--- src/rtl/gfm_pkg.sv ---
// Package for the general purpose pin function mapping block
`default_nettype none
package gfm_pkg;
    localparam int GFM_NUM_PINS = 6;
    localparam int GFM_FIRST_PIN = 6;
    localparam int GFM_TABLE_BITS = 128;
    localparam int GFM_IDX_W = 7;
    localparam int GFM_ROLE_BIT = 7;
    localparam int GFM_ADDR_W = 8;
    localparam logic [7:0] GFM_PIN6_OFS = 8'hE6;
    localparam logic [7:0] GFM_PIN7_OFS = 8'hE7;
    localparam logic [7:0] GFM_PIN8_OFS = 8'hE8;
    localparam logic [7:0] GFM_PIN9_OFS = 8'hE9;
    localparam logic [7:0] GFM_PIN10_OFS = 8'hEA;
    localparam logic [7:0] GFM_PIN11_OFS = 8'hEB;
    localparam logic [7:0] GFM_MAP_RESET = 8'h00;
    localparam logic GFM_ROLE_CONTROL = 1'b0;
    localparam logic GFM_ROLE_STATUS = 1'b1;

    typedef struct packed {
        logic role_select;
        logic [6:0] bit_index;
    } gfm_map_t;

    typedef struct packed {
        logic wr_en;
        logic rd_en;
        logic [7:0] addr;
        logic [7:0] wdata;
    } gfm_host_req_t;
endpackage
`default_nettype wire

--- src/rtl/gfm_top.sv ---
// Top of the general purpose pin function mapping block, pins 6 to 11
// Overview of operation
// - Low seven map bits select one bit of the control or status table.
// - Bit seven picks role: zero control input, one status output.
// - Control and status tables each hold 128 bits.
// - All six map registers reset to zero, making every pin a control input on control bit 0.
`default_nettype none
module gfm_top
    import gfm_pkg::*;
(
    // Clock and reset
    input wire logic core_clk_in,
    input wire logic rst_in,
    // Host register port
    input wire gfm_pkg::gfm_host_req_t host_req_in,
    output logic [7:0] host_rdata_out,
    output logic host_rvalid_out,
    // Tables
    input wire logic [127:0] status_table_in,
    output logic [127:0] control_table_out,
    // Pins 6 to 11, index 0 is pin 6
    input wire logic [5:0] pin_in,
    output logic [5:0] pin_out,
    output logic [5:0] pin_oe_out
);
    // Write strobes, one per map register
    logic pin6_wr_w;
    logic pin7_wr_w;
    logic pin8_wr_w;
    logic pin9_wr_w;
    logic pin10_wr_w;
    logic pin11_wr_w;

    // Map register contents as held in each pin slice
    gfm_map_t pin6_map_w;
    gfm_map_t pin7_map_w;
    gfm_map_t pin8_map_w;
    gfm_map_t pin9_map_w;
    gfm_map_t pin10_map_w;
    gfm_map_t pin11_map_w;

    // Register fields of each map
    logic [6:0] pin6_bit_index;
    logic pin6_role_select;
    logic [6:0] pin7_bit_index;
    logic pin7_role_select;
    logic [6:0] pin8_bit_index;
    logic pin8_role_select;
    logic [6:0] pin9_bit_index;
    logic pin9_role_select;
    logic [6:0] pin10_bit_index;
    logic pin10_role_select;
    logic [6:0] pin11_bit_index;
    logic pin11_role_select;

    // Control table contributions and the bits they claim
    logic [127:0] pin6_ctrl_w;
    logic [127:0] pin7_ctrl_w;
    logic [127:0] pin8_ctrl_w;
    logic [127:0] pin9_ctrl_w;
    logic [127:0] pin10_ctrl_w;
    logic [127:0] pin11_ctrl_w;
    logic [127:0] pin6_mask_w;
    logic [127:0] pin7_mask_w;
    logic [127:0] pin8_mask_w;
    logic [127:0] pin9_mask_w;
    logic [127:0] pin10_mask_w;
    logic [127:0] pin11_mask_w;

    logic [127:0] control_table_nxt;
    logic [7:0] rdata_nxt;

    // Writes to offsets outside the six map registers are dropped
    assign pin6_wr_w = host_req_in.wr_en && (host_req_in.addr == GFM_PIN6_OFS);
    assign pin7_wr_w = host_req_in.wr_en && (host_req_in.addr == GFM_PIN7_OFS);
    assign pin8_wr_w = host_req_in.wr_en && (host_req_in.addr == GFM_PIN8_OFS);
    assign pin9_wr_w = host_req_in.wr_en && (host_req_in.addr == GFM_PIN9_OFS);
    assign pin10_wr_w = host_req_in.wr_en && (host_req_in.addr == GFM_PIN10_OFS);
    assign pin11_wr_w = host_req_in.wr_en && (host_req_in.addr == GFM_PIN11_OFS);

    gfm_pin_slice u_pin6 (
        .core_clk_in(core_clk_in),
        .rst_in(rst_in),
        .wr_sel_in(pin6_wr_w),
        .wdata_in(host_req_in.wdata),
        .map_out(pin6_map_w),
        .status_table_in(status_table_in),
        .pin_in(pin_in[0]),
        .pin_out(pin_out[0]),
        .pin_oe_out(pin_oe_out[0]),
        .ctrl_bit_out(pin6_ctrl_w),
        .ctrl_mask_out(pin6_mask_w)
    );

    gfm_pin_slice u_pin7 (
        .core_clk_in(core_clk_in),
        .rst_in(rst_in),
        .wr_sel_in(pin7_wr_w),
        .wdata_in(host_req_in.wdata),
        .map_out(pin7_map_w),
        .status_table_in(status_table_in),
        .pin_in(pin_in[1]),
        .pin_out(pin_out[1]),
        .pin_oe_out(pin_oe_out[1]),
        .ctrl_bit_out(pin7_ctrl_w),
        .ctrl_mask_out(pin7_mask_w)
    );

    gfm_pin_slice u_pin8 (
        .core_clk_in(core_clk_in),
        .rst_in(rst_in),
        .wr_sel_in(pin8_wr_w),
        .wdata_in(host_req_in.wdata),
        .map_out(pin8_map_w),
        .status_table_in(status_table_in),
        .pin_in(pin_in[2]),
        .pin_out(pin_out[2]),
        .pin_oe_out(pin_oe_out[2]),
        .ctrl_bit_out(pin8_ctrl_w),
        .ctrl_mask_out(pin8_mask_w)
    );

    gfm_pin_slice u_pin9 (
        .core_clk_in(core_clk_in),
        .rst_in(rst_in),
        .wr_sel_in(pin9_wr_w),
        .wdata_in(host_req_in.wdata),
        .map_out(pin9_map_w),
        .status_table_in(status_table_in),
        .pin_in(pin_in[3]),
        .pin_out(pin_out[3]),
        .pin_oe_out(pin_oe_out[3]),
        .ctrl_bit_out(pin9_ctrl_w),
        .ctrl_mask_out(pin9_mask_w)
    );

    gfm_pin_slice u_pin10 (
        .core_clk_in(core_clk_in),
        .rst_in(rst_in),
        .wr_sel_in(pin10_wr_w),
        .wdata_in(host_req_in.wdata),
        .map_out(pin10_map_w),
        .status_table_in(status_table_in),
        .pin_in(pin_in[4]),
        .pin_out(pin_out[4]),
        .pin_oe_out(pin_oe_out[4]),
        .ctrl_bit_out(pin10_ctrl_w),
        .ctrl_mask_out(pin10_mask_w)
    );

    gfm_pin_slice u_pin11 (
        .core_clk_in(core_clk_in),
        .rst_in(rst_in),
        .wr_sel_in(pin11_wr_w),
        .wdata_in(host_req_in.wdata),
        .map_out(pin11_map_w),
        .status_table_in(status_table_in),
        .pin_in(pin_in[5]),
        .pin_out(pin_out[5]),
        .pin_oe_out(pin_oe_out[5]),
        .ctrl_bit_out(pin11_ctrl_w),
        .ctrl_mask_out(pin11_mask_w)
    );

    assign pin6_bit_index = pin6_map_w.bit_index;
    assign pin6_role_select = pin6_map_w.role_select;
    assign pin7_bit_index = pin7_map_w.bit_index;
    assign pin7_role_select = pin7_map_w.role_select;
    assign pin8_bit_index = pin8_map_w.bit_index;
    assign pin8_role_select = pin8_map_w.role_select;
    assign pin9_bit_index = pin9_map_w.bit_index;
    assign pin9_role_select = pin9_map_w.role_select;
    assign pin10_bit_index = pin10_map_w.bit_index;
    assign pin10_role_select = pin10_map_w.role_select;
    assign pin11_bit_index = pin11_map_w.bit_index;
    assign pin11_role_select = pin11_map_w.role_select;

    // Unmapped control bits read zero; pins sharing one bit are ORed
    always_comb
    begin
        control_table_nxt = (pin6_ctrl_w & pin6_mask_w)
            | (pin7_ctrl_w & pin7_mask_w)
            | (pin8_ctrl_w & pin8_mask_w)
            | (pin9_ctrl_w & pin9_mask_w)
            | (pin10_ctrl_w & pin10_mask_w)
            | (pin11_ctrl_w & pin11_mask_w);
    end

    always_ff @(posedge core_clk_in or posedge rst_in)
    begin
        if (rst_in)
            control_table_out <= '0;
        else
            control_table_out <= control_table_nxt;
    end

    // Unmapped offsets read zero; a read beside a write sees the old value
    always_comb
    begin
        case (host_req_in.addr)
            GFM_PIN6_OFS: rdata_nxt = {pin6_role_select, pin6_bit_index};
            GFM_PIN7_OFS: rdata_nxt = {pin7_role_select, pin7_bit_index};
            GFM_PIN8_OFS: rdata_nxt = {pin8_role_select, pin8_bit_index};
            GFM_PIN9_OFS: rdata_nxt = {pin9_role_select, pin9_bit_index};
            GFM_PIN10_OFS: rdata_nxt = {pin10_role_select, pin10_bit_index};
            GFM_PIN11_OFS: rdata_nxt = {pin11_role_select, pin11_bit_index};
            default: rdata_nxt = 8'h00;
        endcase
    end

    // Read strobe answered exactly one cycle later
    always_ff @(posedge core_clk_in or posedge rst_in)
    begin
        if (rst_in)
            host_rvalid_out <= 1'b0;
        else
            host_rvalid_out <= host_req_in.rd_en;
    end

    // Read data holds until the next read, so a slow host may take it late
    always_ff @(posedge core_clk_in or posedge rst_in)
    begin
        if (rst_in)
            host_rdata_out <= 8'h00;
        else if (host_req_in.rd_en)
            host_rdata_out <= rdata_nxt;
    end
endmodule // gfm_top
`default_nettype wire

--- src/rtl/gfm_pin_slice.sv ---
// One pin: map register, role decode and status bit selection
`default_nettype none
module gfm_pin_slice
    import gfm_pkg::*;
(
    // Clock and reset
    input wire logic core_clk_in,
    input wire logic rst_in,
    // Register access
    input wire logic wr_sel_in,
    input wire logic [7:0] wdata_in,
    output var gfm_pkg::gfm_map_t map_out,
    // Tables
    input wire logic [127:0] status_table_in,
    // Pin
    input wire logic pin_in,
    output logic pin_out,
    output logic pin_oe_out,
    output logic [127:0] ctrl_bit_out,
    output logic [127:0] ctrl_mask_out
);
    gfm_map_t map_r;

    always_ff @(posedge core_clk_in or posedge rst_in)
    begin
        if (rst_in)
            map_r <= GFM_MAP_RESET;
        else if (wr_sel_in)
            map_r <= wdata_in;
    end

    assign map_out = map_r;

    // Registered so the pin never glitches while the index changes
    always_ff @(posedge core_clk_in or posedge rst_in)
    begin
        if (rst_in)
        begin
            pin_out <= 1'b0;
            pin_oe_out <= 1'b0;
        end
        else
        begin
            pin_out <= status_table_in[map_r.bit_index];
            pin_oe_out <= (map_r.role_select == GFM_ROLE_STATUS);
        end
    end

    // One-hot contribution to the control table while in control role
    always_comb
    begin
        ctrl_mask_out = '0;
        ctrl_bit_out = '0;
        if (map_r.role_select == GFM_ROLE_CONTROL)
        begin
            ctrl_mask_out[map_r.bit_index] = 1'b1;
            ctrl_bit_out[map_r.bit_index] = pin_in;
        end
    end
endmodule // gfm_pin_slice
`default_nettype wire

--- config.mk ---
export PLATFORM = sky130hd
export DESIGN_NAME = gfm_top
export DESIGN_NICKNAME = d
export VERILOG_FILES = /design/src/rtl/gfm_pkg.sv /design/src/rtl/gfm_top.sv /design/src/rtl/gfm_pin_slice.sv
export SDC_FILE = /design/constraint.sdc
export NUM_CORES = 1
export LEC_CHECK = 0
export BUFFER_PORTS_ARGS = -buffer_cell sky130_fd_sc_hd__buf_2
export CAP_MARGIN = 15
export CELL_PAD_IN_SITES_DETAIL_PLACEMENT = 2
export CELL_PAD_IN_SITES_GLOBAL_PLACEMENT = 2
export CORE_AREA = 2 2 232 234
export CTS_CLUSTER_DIAMETER = 120
export CTS_CLUSTER_SIZE = 16
export DETAILED_ROUTE_END_ITERATION = 10
export DIE_AREA = 0 0 234 236
export GPL_TIMING_DRIVEN = 0
export HOLD_SLACK_MARGIN = 0.03
export PLACE_DENSITY = 0.74
export REMOVE_ABC_BUFFERS = 1
export SLEW_MARGIN = 20
export SYNTH_ARGS = -nofsm -noshare
export SYNTH_HDL_FRONTEND = slang
export SYNTH_SLANG_ARGS = --single-unit
--- constraint.sdc ---
create_clock -name core_clk_in -period 5.4 [get_ports core_clk_in]
set_input_delay 0 -clock core_clk_in [delete_from_list [all_inputs] [get_ports core_clk_in]]
set_output_delay 0 -clock core_clk_in [all_outputs]
set_load 0.1 [all_outputs]
==> key figures, run 1 <==
Timing
  • Max-slew violations: 0
  • RSZ-0062 raised after global routing: no
  • Final Hold Viols: 0
  • Tmin final: about 3.1 ns
  • Worst Skew: 0.0168 ns
  • Max Clk Rate: 0.320 GHz
  • Final WS setup: 2.27 ns
  • Fin crit share: 0.579
  • Sum Neg Setup Slack: 0 ns
  • Slew @ Worst Pin: 1.28 ns
  • Worst slew margin: 0.146
  • Final setup violation count: 0
  • Min Hold Slack: 0.115 ns

Clock tree
  • Clk Latency, worst-skew pair: 0.49 ns
  • CTS tree: built
  • Root Driver: clkbuf_16
  • CTS Buf Count: 17
  • Clock Pin Slew Worst Setup and Hold Paths: 0.08 ns
  • H-tree depth: 4
  • Clk sink count: ~200
  • Hold_buf cts: 10
  • Setup bufs post-CTS: 0
  • Max Buffers Root-to-Sink: 2
  • Post-CTS sizing: 0

Pwr
  • Sw Share: 0.352
  • P_leak: 7.72 nW
  • Internal power: about 2.7 mW
  • Power Total: 4.16 mW
  • Switching Power: 1.46 mW
  • Peak supply drop: 0.255 mV
  • Clock group share of total power: 0.322
  • Share of total power in sequential cells: 0.409
  • Comb power frac: 0.269
  • Power Density: 202 nW/um^2

GRT
  • Initial antenna violation count: 9
  • Gr usage total: 0.341
  • Vias in the first global route: 19830
  • Largest net degree at the start of global routing: 106
  • Total grt overflow: 0
  • First-pass GRT wire length: 138000 microns

Worst setup path
  • Startpoint Class: register
  • Kind of critical path: register to register
  • Crit path DAT: about 3.5 ns
  • CP Capture Type: register
  • Crit-path max FO: 28
  • Data required, critical path: approximately 5.8 ns

Synth
  • Mapped Cells: 1628
  • Synthesized flop and latch total: roughly 200
  • Seq/Total Area, Yosys: 0.279
  • Post-synth design cell area: 17700 sq um
  • Most used DFF post-synth: dfrtp_1
  • Post-synth EDFFs: 0
  • Synth unique cells: 42
  • Syn. warnings: 0
  • Post-Syn Area per Cell: 10.9 sq um
  • FFs w/ async S/R, synth: 1.00

Drt
  • Iter 0 DRT Violations: 2251
  • Vias per cell: 7.34
  • DRT Wirelength: 94400 microns
  • Vias: 18538
  • TritonRoute pass-1 iters: 6
  • Residual DRC: 0
  • Routed len/inst: 37.4 microns
  • Post-route ant nets: 0

Outcome
  • Status: finished clean

Place
  • GPL Wtd Cong: roughly 0.95
  • # port buffers: roughly 300
  • Dpl ws: 2.21 ns
  • Placed insts: roughly 2500
  • Placed Instance Area: ~20000 sq um
  • Dpl hpwl: 67700 microns

Layout
  • Layout cells sized above 1: 0.394
  • Final Non-Filler Cells: 2526
  • Most frequent cells in the layout: 302 x buf_2, 254 x mux4_2, 174 x dfrtp_1
  • # fillers: 5605
  • Design Area, Final: 20600 sq um
  • Area Growth Syn to Fin: 16.4%
  • Final #Nets: 1967
  • Final core utilization: 0.388
  • Most common cell after layout, fill and taps aside: buf_2

Floorplan
  • Die area: 55200 sq um
  • Core region area: 53100 sq um
  • Chip Width: roughly 230 microns
  • Initial core utilization: 0.333
  • Cell Rows: 85
  • Die height: 236 microns
  • Io pins: 303

Hold path
  • Worst min path class: input pin to register

Run
  • Max Cap Violations: 0
==> power by group through the flow <==
| stage | registers (mW) | clock network (mW) | logic [mW] |
|---|---|---|---|
| 2_1_floorplan | 1.80 | 0 | 0.521 |
| 3_3_place_gp | 1.75 | 0 | 0.983 |
| 3_5_place_dp | 1.71 | 0 | 1.09 |
| 4_1_cts | 1.68 | 1.38 | 1.10 |
| 5_1_grt | 1.69 | 1.43 | 1.16 |
| 6_report | 1.70 | 1.34 | 1.12 |
==> sequential cells by signal (all words and copies together) (netlist names), 8 cells and up <==
register           cells
u_pin11.map_out        8
u_pin6.map_out         8
u_pin10.map_out        8
u_pin7.map_out         8
control_table_out    128
u_pin8.map_out         8
host_rdata_out         8
u_pin9.map_out         8
==> critical path: stages, from the launching register on <==
cell     delay [ns]
dfrtp_4        0.77
buf_12         0.29
mux4_2         0.55
mux4_2         0.51
mux4_2         0.55
mux2_2         0.30
==> area by class of cell <==
| type | count | area, sq um | area share |
|---|---|---|---|
| diodes | 4 | 10.0 | 0.000486 |
| clock buffers | 21 | 470 | 0.0229 |
| clock inverters | 11 | 141 | 0.00687 |
| inverters | 11 | 48.8 | 0.00237 |
| multi-input cells | 1245 | 12000 | 0.584 |
| flip-flops and latches | 197 | 4970 | 0.242 |
| well taps | 696 | 871 | 0.0423 |
| repair buffers | 341 | 2040 | 0.0993 |
==> layer usage <==
| layer | vias to the layer above | part of all wire | GRT usage |
|---|---|---|---|
| met5 | - | 0.00047 | 0 |
| met4 | 6 | 0.059 | 0.189 |
| met3 | 368 | 0.097 | 0.0741 |
| met2 | 1445 | 0.47 | 0.539 |
| met1 | 9627 | 0.37 | 0.434 |
| li1 | 7092 | - | - |
==> kinds of logic (layout without fill, tap and decap cells) <==
family,Yosys count,after routing,share of synthesized area
mux,314,314,0.362
other cells,0,4,0
compound gates,405,405,0.168
simple gates,526,526,0.146
flops,197,197,0.279
buf+inv,186,384,0.0460
==> synth_stat cells (2+ instances only) <==
master / count / area share
clkbuf_1: 125 / 0.027
nand2_1: 96 / 0.020
nor4_1: 12 / 0.0042
dfrtp_1: 197 / 0.28
and2_1: 2 / 0.00071
nand3b_1: 6 / 0.0025
mux2_1: 9 / 0.0057
buf_6: 2 / 0.0013
nand4_1: 9 / 0.0032
nor3b_1: 2 / 0.00085
a21oi_1: 10 / 0.0028
buf_4: 24 / 0.010
o32ai_1: 3 / 0.0015
nand4b_1: 3 / 0.0015
mux4_2: 254 / 0.32
nand2b_1: 39 / 0.014
nor3_1: 56 / 0.016
and3_1: 2 / 0.00071
nor2b_1: 32 / 0.011
or3b_1: 3 / 0.0015
o221ai_1: 43 / 0.021
a22oi_1: 171 / 0.073
nand3_1: 109 / 0.031
o211ai_1: 3 / 0.0013
buf_2: 8 / 0.0023
inv_1: 11 / 0.0023
o311ai_1: 2 / 0.00099
or2_1: 7 / 0.0025
buf_1: 16 / 0.0034
nor2_1: 124 / 0.026
or2_2: 2 / 0.00071
o22ai_1: 126 / 0.045
a22o_1: 19 / 0.0094
a221oi_1: 24 / 0.012
mux2_2: 51 / 0.032
or3_1: 20 / 0.0071
==> worst paths after layout <==
path | from | to | slack [ns] | cells after the start
setup reg to reg | u_pin7.map_out[0] | u_pin7.pin_out | 2.27 | 5
setup / recovery | u_pin7.map_out[0] | u_pin7.pin_out | 2.27 | 5
max in group asynchronous | rst_in | u_pin6.map_out[4] | 4.17 | 4
hold / removal | host_req_in[11] | host_rdata_out[6] | 0.12 | 4
hold reg to reg | u_pin8.map_out[7] | u_pin8.pin_oe_out | 0.50 | 0
min in group asynchronous | rst_in | control_table_out[99] | 0.16 | 3
Note: power is estimated with default switching activity, not from simulation.
==> run 2: changes to the inputs <==
- ABC_AREA: not set -> 1
- CORE_AREA: 2 2 232 234 -> 2 2 257 259
- DIE_AREA: 0 0 234 236 -> 0 0 259 261
- PLACE_DENSITY: 0.74 -> 0.77
- clock period: 5.4 -> 3.3 ns (I/O delays scaled with it)
==> run 2 against run 1 <==
  * The flow now finishes with violations (setup timing)
  * Via count up 46%
  * Synthesized cell count rose by 100%
  * Sequential cell count unchanged
  * Die area grew 22%
  * Non-clock buffer count down 7
  * Critical path depth is 1 higher
  * Total power grew 74%
  * Register-to-register slack got worse by 2.4 ns
  * Cell count rose by 74%
  * Clock power rose by 80%
  * Utilization fell by 4.6 points
  * Worst setup slack worse by 2.4 ns
==> key figures, run 2 <==
Outcome
  • Status: finished with violations
  • Violations in the final reports: setup timing

Synth
  • Post-Synth XOR/XNOR Area: 0 (unchanged)
  • Cell taking the most area after synthesis: nand2_1
  • Synthesized flop and latch total: 197 (unchanged)
  • Mapped Cells: 3302 (+100%)
  • Largest family of logic cells by synthesized area: simple AND/OR/NAND/NOR gates
  • Syn. warnings: 0 (unchanged)
  • Synth Area in Simple Gates: 0.445 (+0.299)
  • Synth Area in Adders: 0 (unchanged)
  • Top cells by count, synth: 1374 x nand2_1, 374 x nand3_1, 318 x inv_1
  • Post-synth top area share: 0.268 (-0.0555)
  • Post-synth EDFFs: 0 (unchanged)
  • Compound-cell area share of the yosys netlist: 0.182 (+0.0137)
  • Post-Syn Area per Cell: 5.83 sq um (-46%)
  • Mux cell area share after synthesis: 0 (-0.362)
  • Synth unique cells: 31 (-26%)
  • Post-synth design cell area: 19200 sq um (+8.8%)
  • Synth area leaders: nand2_1 27%, dfrtp_1 26%, nand3_1 9.7%
  • Seq/Total Area, Yosys: 0.256 (-0.0226)
  • Most used DFF post-synth: dfrtp_1
  • Most frequent cell after synthesis: nand2_1
  • FFs w/ async S/R, synth: 1.00 (unchanged)

GRT
  • Gr usage total: 0.404 (+0.0624)
  • Total grt overflow: 0 (unchanged)
  • Initial antenna violation count: 11 (+2)
  • Largest net degree at the start of global routing: 101 (-4.7%)
  • First-pass GRT wire length: 197000 microns (+43%)
  • Vias in the first global route: 27169 (+37%)

Layout
  • # fillers: 8358 (+49%)
  • Final core utilization: 0.342 (-0.0456)
  • Final #Nets: 3659 (+86%)
  • Area Growth Syn to Fin: 15.7%
  • Layout cells sized above 1: 0.136 (-0.257)
  • Most frequent cells in the layout: 1371 x nand2_1, 370 x nand3_1, 316 x inv_1
  • Sequential Area: 4950 sq um (-0.43%)
  • Largest register FFs: 128 (unchanged)
  • Largest Register: control_table_out
  • Most common cell after layout, fill and taps aside: nand2_1
  • Combined area of the multi-input logic cells: 12200 sq um (+1.1%)

Floorplan
  • Io pins: 303 (unchanged)
  • Chip Width: 259 microns (+11%)
  • Core region area: 65000 sq um (+23%)
  • Die area: 67600 sq um (+22%)
  • Cell Rows: 94 (+11%)
  • Initial core utilization: 0.296 (-0.0373)
  • Die height: 261 microns (+11%)

Timing
  • Max Clk Rate: 0.289 GHz (-9.7%)
  • Worst Skew: 0.0325 ns (+0.0157 ns)
  • Final Hold Viols: 0 (unchanged)
  • RSZ-0062 raised after global routing: yes
  • Final setup violation count: 18 (+18)
  • Fin crit share: 1.05 (+0.470)
  • Max-slew violations: 0 (unchanged)
  • Slew @ Worst Pin: 1.27 ns (-0.00913 ns)
  • Worst slew margin: 0.149 (+0.00295)
  • Final WS setup: -0.161 ns (-2.44 ns)
  • Tmin final: 3.46 ns (+0.336 ns)

Clock tree
  • Root Driver: clkbuf_16
  • CTS tree: built
  • Clk Latency, worst-skew pair: 0.52 ns (+0.03 ns)
  • Clock Pin Slew Worst Setup and Hold Paths: 0.10 ns (+0.02 ns)
  • CTS Buf Count: 17 (unchanged)
  • Clk sink count: 197 (unchanged)
  • Max Buffers Root-to-Sink: 2 (unchanged)
  • H-tree depth: 4 (unchanged)

Worst setup path
  • Startpoint Class: register
  • CP Capture Type: register
  • Reg2Reg Capture Point: control_table_out[79]
  • Crit-path max FO: 17 (-39%)
  • FF-to-FF path depth: 6 (+1)
  • Data required, critical path: 3.70 ns (-2.06 ns)
  • Crit path DAT: 3.86 ns (+0.37 ns)
  • Kind of critical path: register to register
  • Worst r2r src: u_pin8.map_out[2]
  • R2R setup slack: -0.16 ns (-2.44 ns)

Drt
  • Iter 0 DRT Violations: 3257 (+45%)
  • Residual DRC: 0 (unchanged)
  • Vias: 27003 (+46%)
  • Post-route ant nets: 0 (unchanged)
  • Routed len/inst: 31.6 microns (-16%)
  • Vias per cell: 6.16 (-16%)
  • TritonRoute pass-1 iters: 5 (-1)
  • DRT Wirelength: 138000 microns (+47%)

Pwr
  • Peak supply drop: 0.427 mV (+68%)
  • P_leak: 11.3 nW (+46%)
  • Power Density: 325 nW/um^2 (+61%)
  • Power Total: 7.24 mW (+74%)

Hold path
  • Hold-critical path depth: 3 (-1)
  • Hold Path Origin: host_req_in[17]
  • Hold path endpoint: u_pin11.map_out[2]
  • Worst min path class: input pin to register

Place
  • GPL Wtd Cong: 1.07 (+13%)
  • Dpl hpwl: 97900 microns (+45%)
  • # port buffers: 302 (unchanged)

Run
  • Max Cap Violations: 0 (unchanged)
[run 2: changes by cell type after synthesis, moves of 52 or more]
| cell | change |
|---|---|
| nand3_1 | +265 |
| o2111ai_1 | +77 |
| nand2_1 | +1278 |
| a22oi_1 | -156 |
| o21ai_0 | +143 |
| clkbuf_1 | -112 |
| buf_2 | +81 |
| nor2_1 | +84 |
| a21oi_1 | +79 |
| inv_1 | +307 |
| mux4_2 | -254 |
| nor3_1 | -52 |
[run 2: cell type report]
class                           instances  area share
Sequential cell                       197       0.222
Antenna cell                            4    0.000450
Clock inverter                         14      0.0100
Tap cell                              864      0.0486
Timing Repair Buffer                  334      0.0897
Multi-Input combinational cell       2592       0.546
Clock buffer                           18      0.0197
Inverter                              363      0.0632
[run 2: repair_timing]
| action | in CTS | in global routing |
|---|---|---|
| pin swaps | 0 | 1 |
| hold endpoints to repair | 155 | 0 |
| setup endpoints to repair | 31 | 38 |
| buffers inserted | 0 | 4 |
| hold buffers | 11 | 0 |
| resized for setup | 7 | 9 |
[run 2: routing by layer]
| metal | track usage | up-vias | share of wire |
|---|---|---|---|
| li1 | - | 11307 | - |
| met1 | 0.499 | 13434 | 0.39 |
| met2 | 0.631 | 1720 | 0.44 |
| met3 | 0.0936 | 536 | 0.095 |
| met4 | 0.264 | 6 | 0.078 |
| met5 | 0 | - | 0.00025 |
[run 2: kinds of logic (layout without fill, tap and decap cells)]
logic type      Yosys count  in the layout
simple gates           2044           2044
flops                   197            197
compound gates          548            548
other cells               0              4
buf+inv                 513            729
[run 2: stage by stage]
stage	setup TNS, ns	hold slack [ns]	cells	area (sq um)	setup slack, ns
global placement	-1185.97	0.236	4318	20900	-4.72
detailed placement	-2.12	0.153	4335	21400	-0.252
floorplan	-409.53	0.0314	3152	18400	-2.07
global route	-0.00114	0.140	4382	22300	-0.00114
CTS	0	0.0526	4378	22200	0.0200
finish	-1.05	0.100	4386	22300	-0.161
[run 2: worst max path at each step]
| stage | end | start | slack, ns | depth (start not counted) |
|---|---|---|---|---|
| global placement | control_table_out[55] | u_pin6.map_out[0] | -4.72 | 6 |
| floorplan | control_table_out[0] | rst_in | -2.07 | 1 |
| detailed placement | control_table_out[99] | u_pin7.map_out[0] | -0.25 | 7 |
| global route | u_pin9.pin_out | u_pin9.map_out[0] | -0.001 | 11 |
| finish | control_table_out[79] | u_pin8.map_out[2] | -0.16 | 6 |
| CTS | control_table_out[25] | u_pin7.map_out[0] | 0.02 | 7 |
[run 2: power breakdown]
part	internal [mW]	switching [mW]	leakage (nW)
sequential	2.48	0.111	2.71
combinational	0.467	1.78	8.27
clock	1.21	1.21	0.320
[run 2: critical path: stages, from the launching register on]
cell	delay, ns
dfrtp_1	0.55
nand2_1	0.22
inv_2	0.62
nand3_1	0.88
inv_1	0.72
nand2_1	0.15
o2111ai_1	0.18
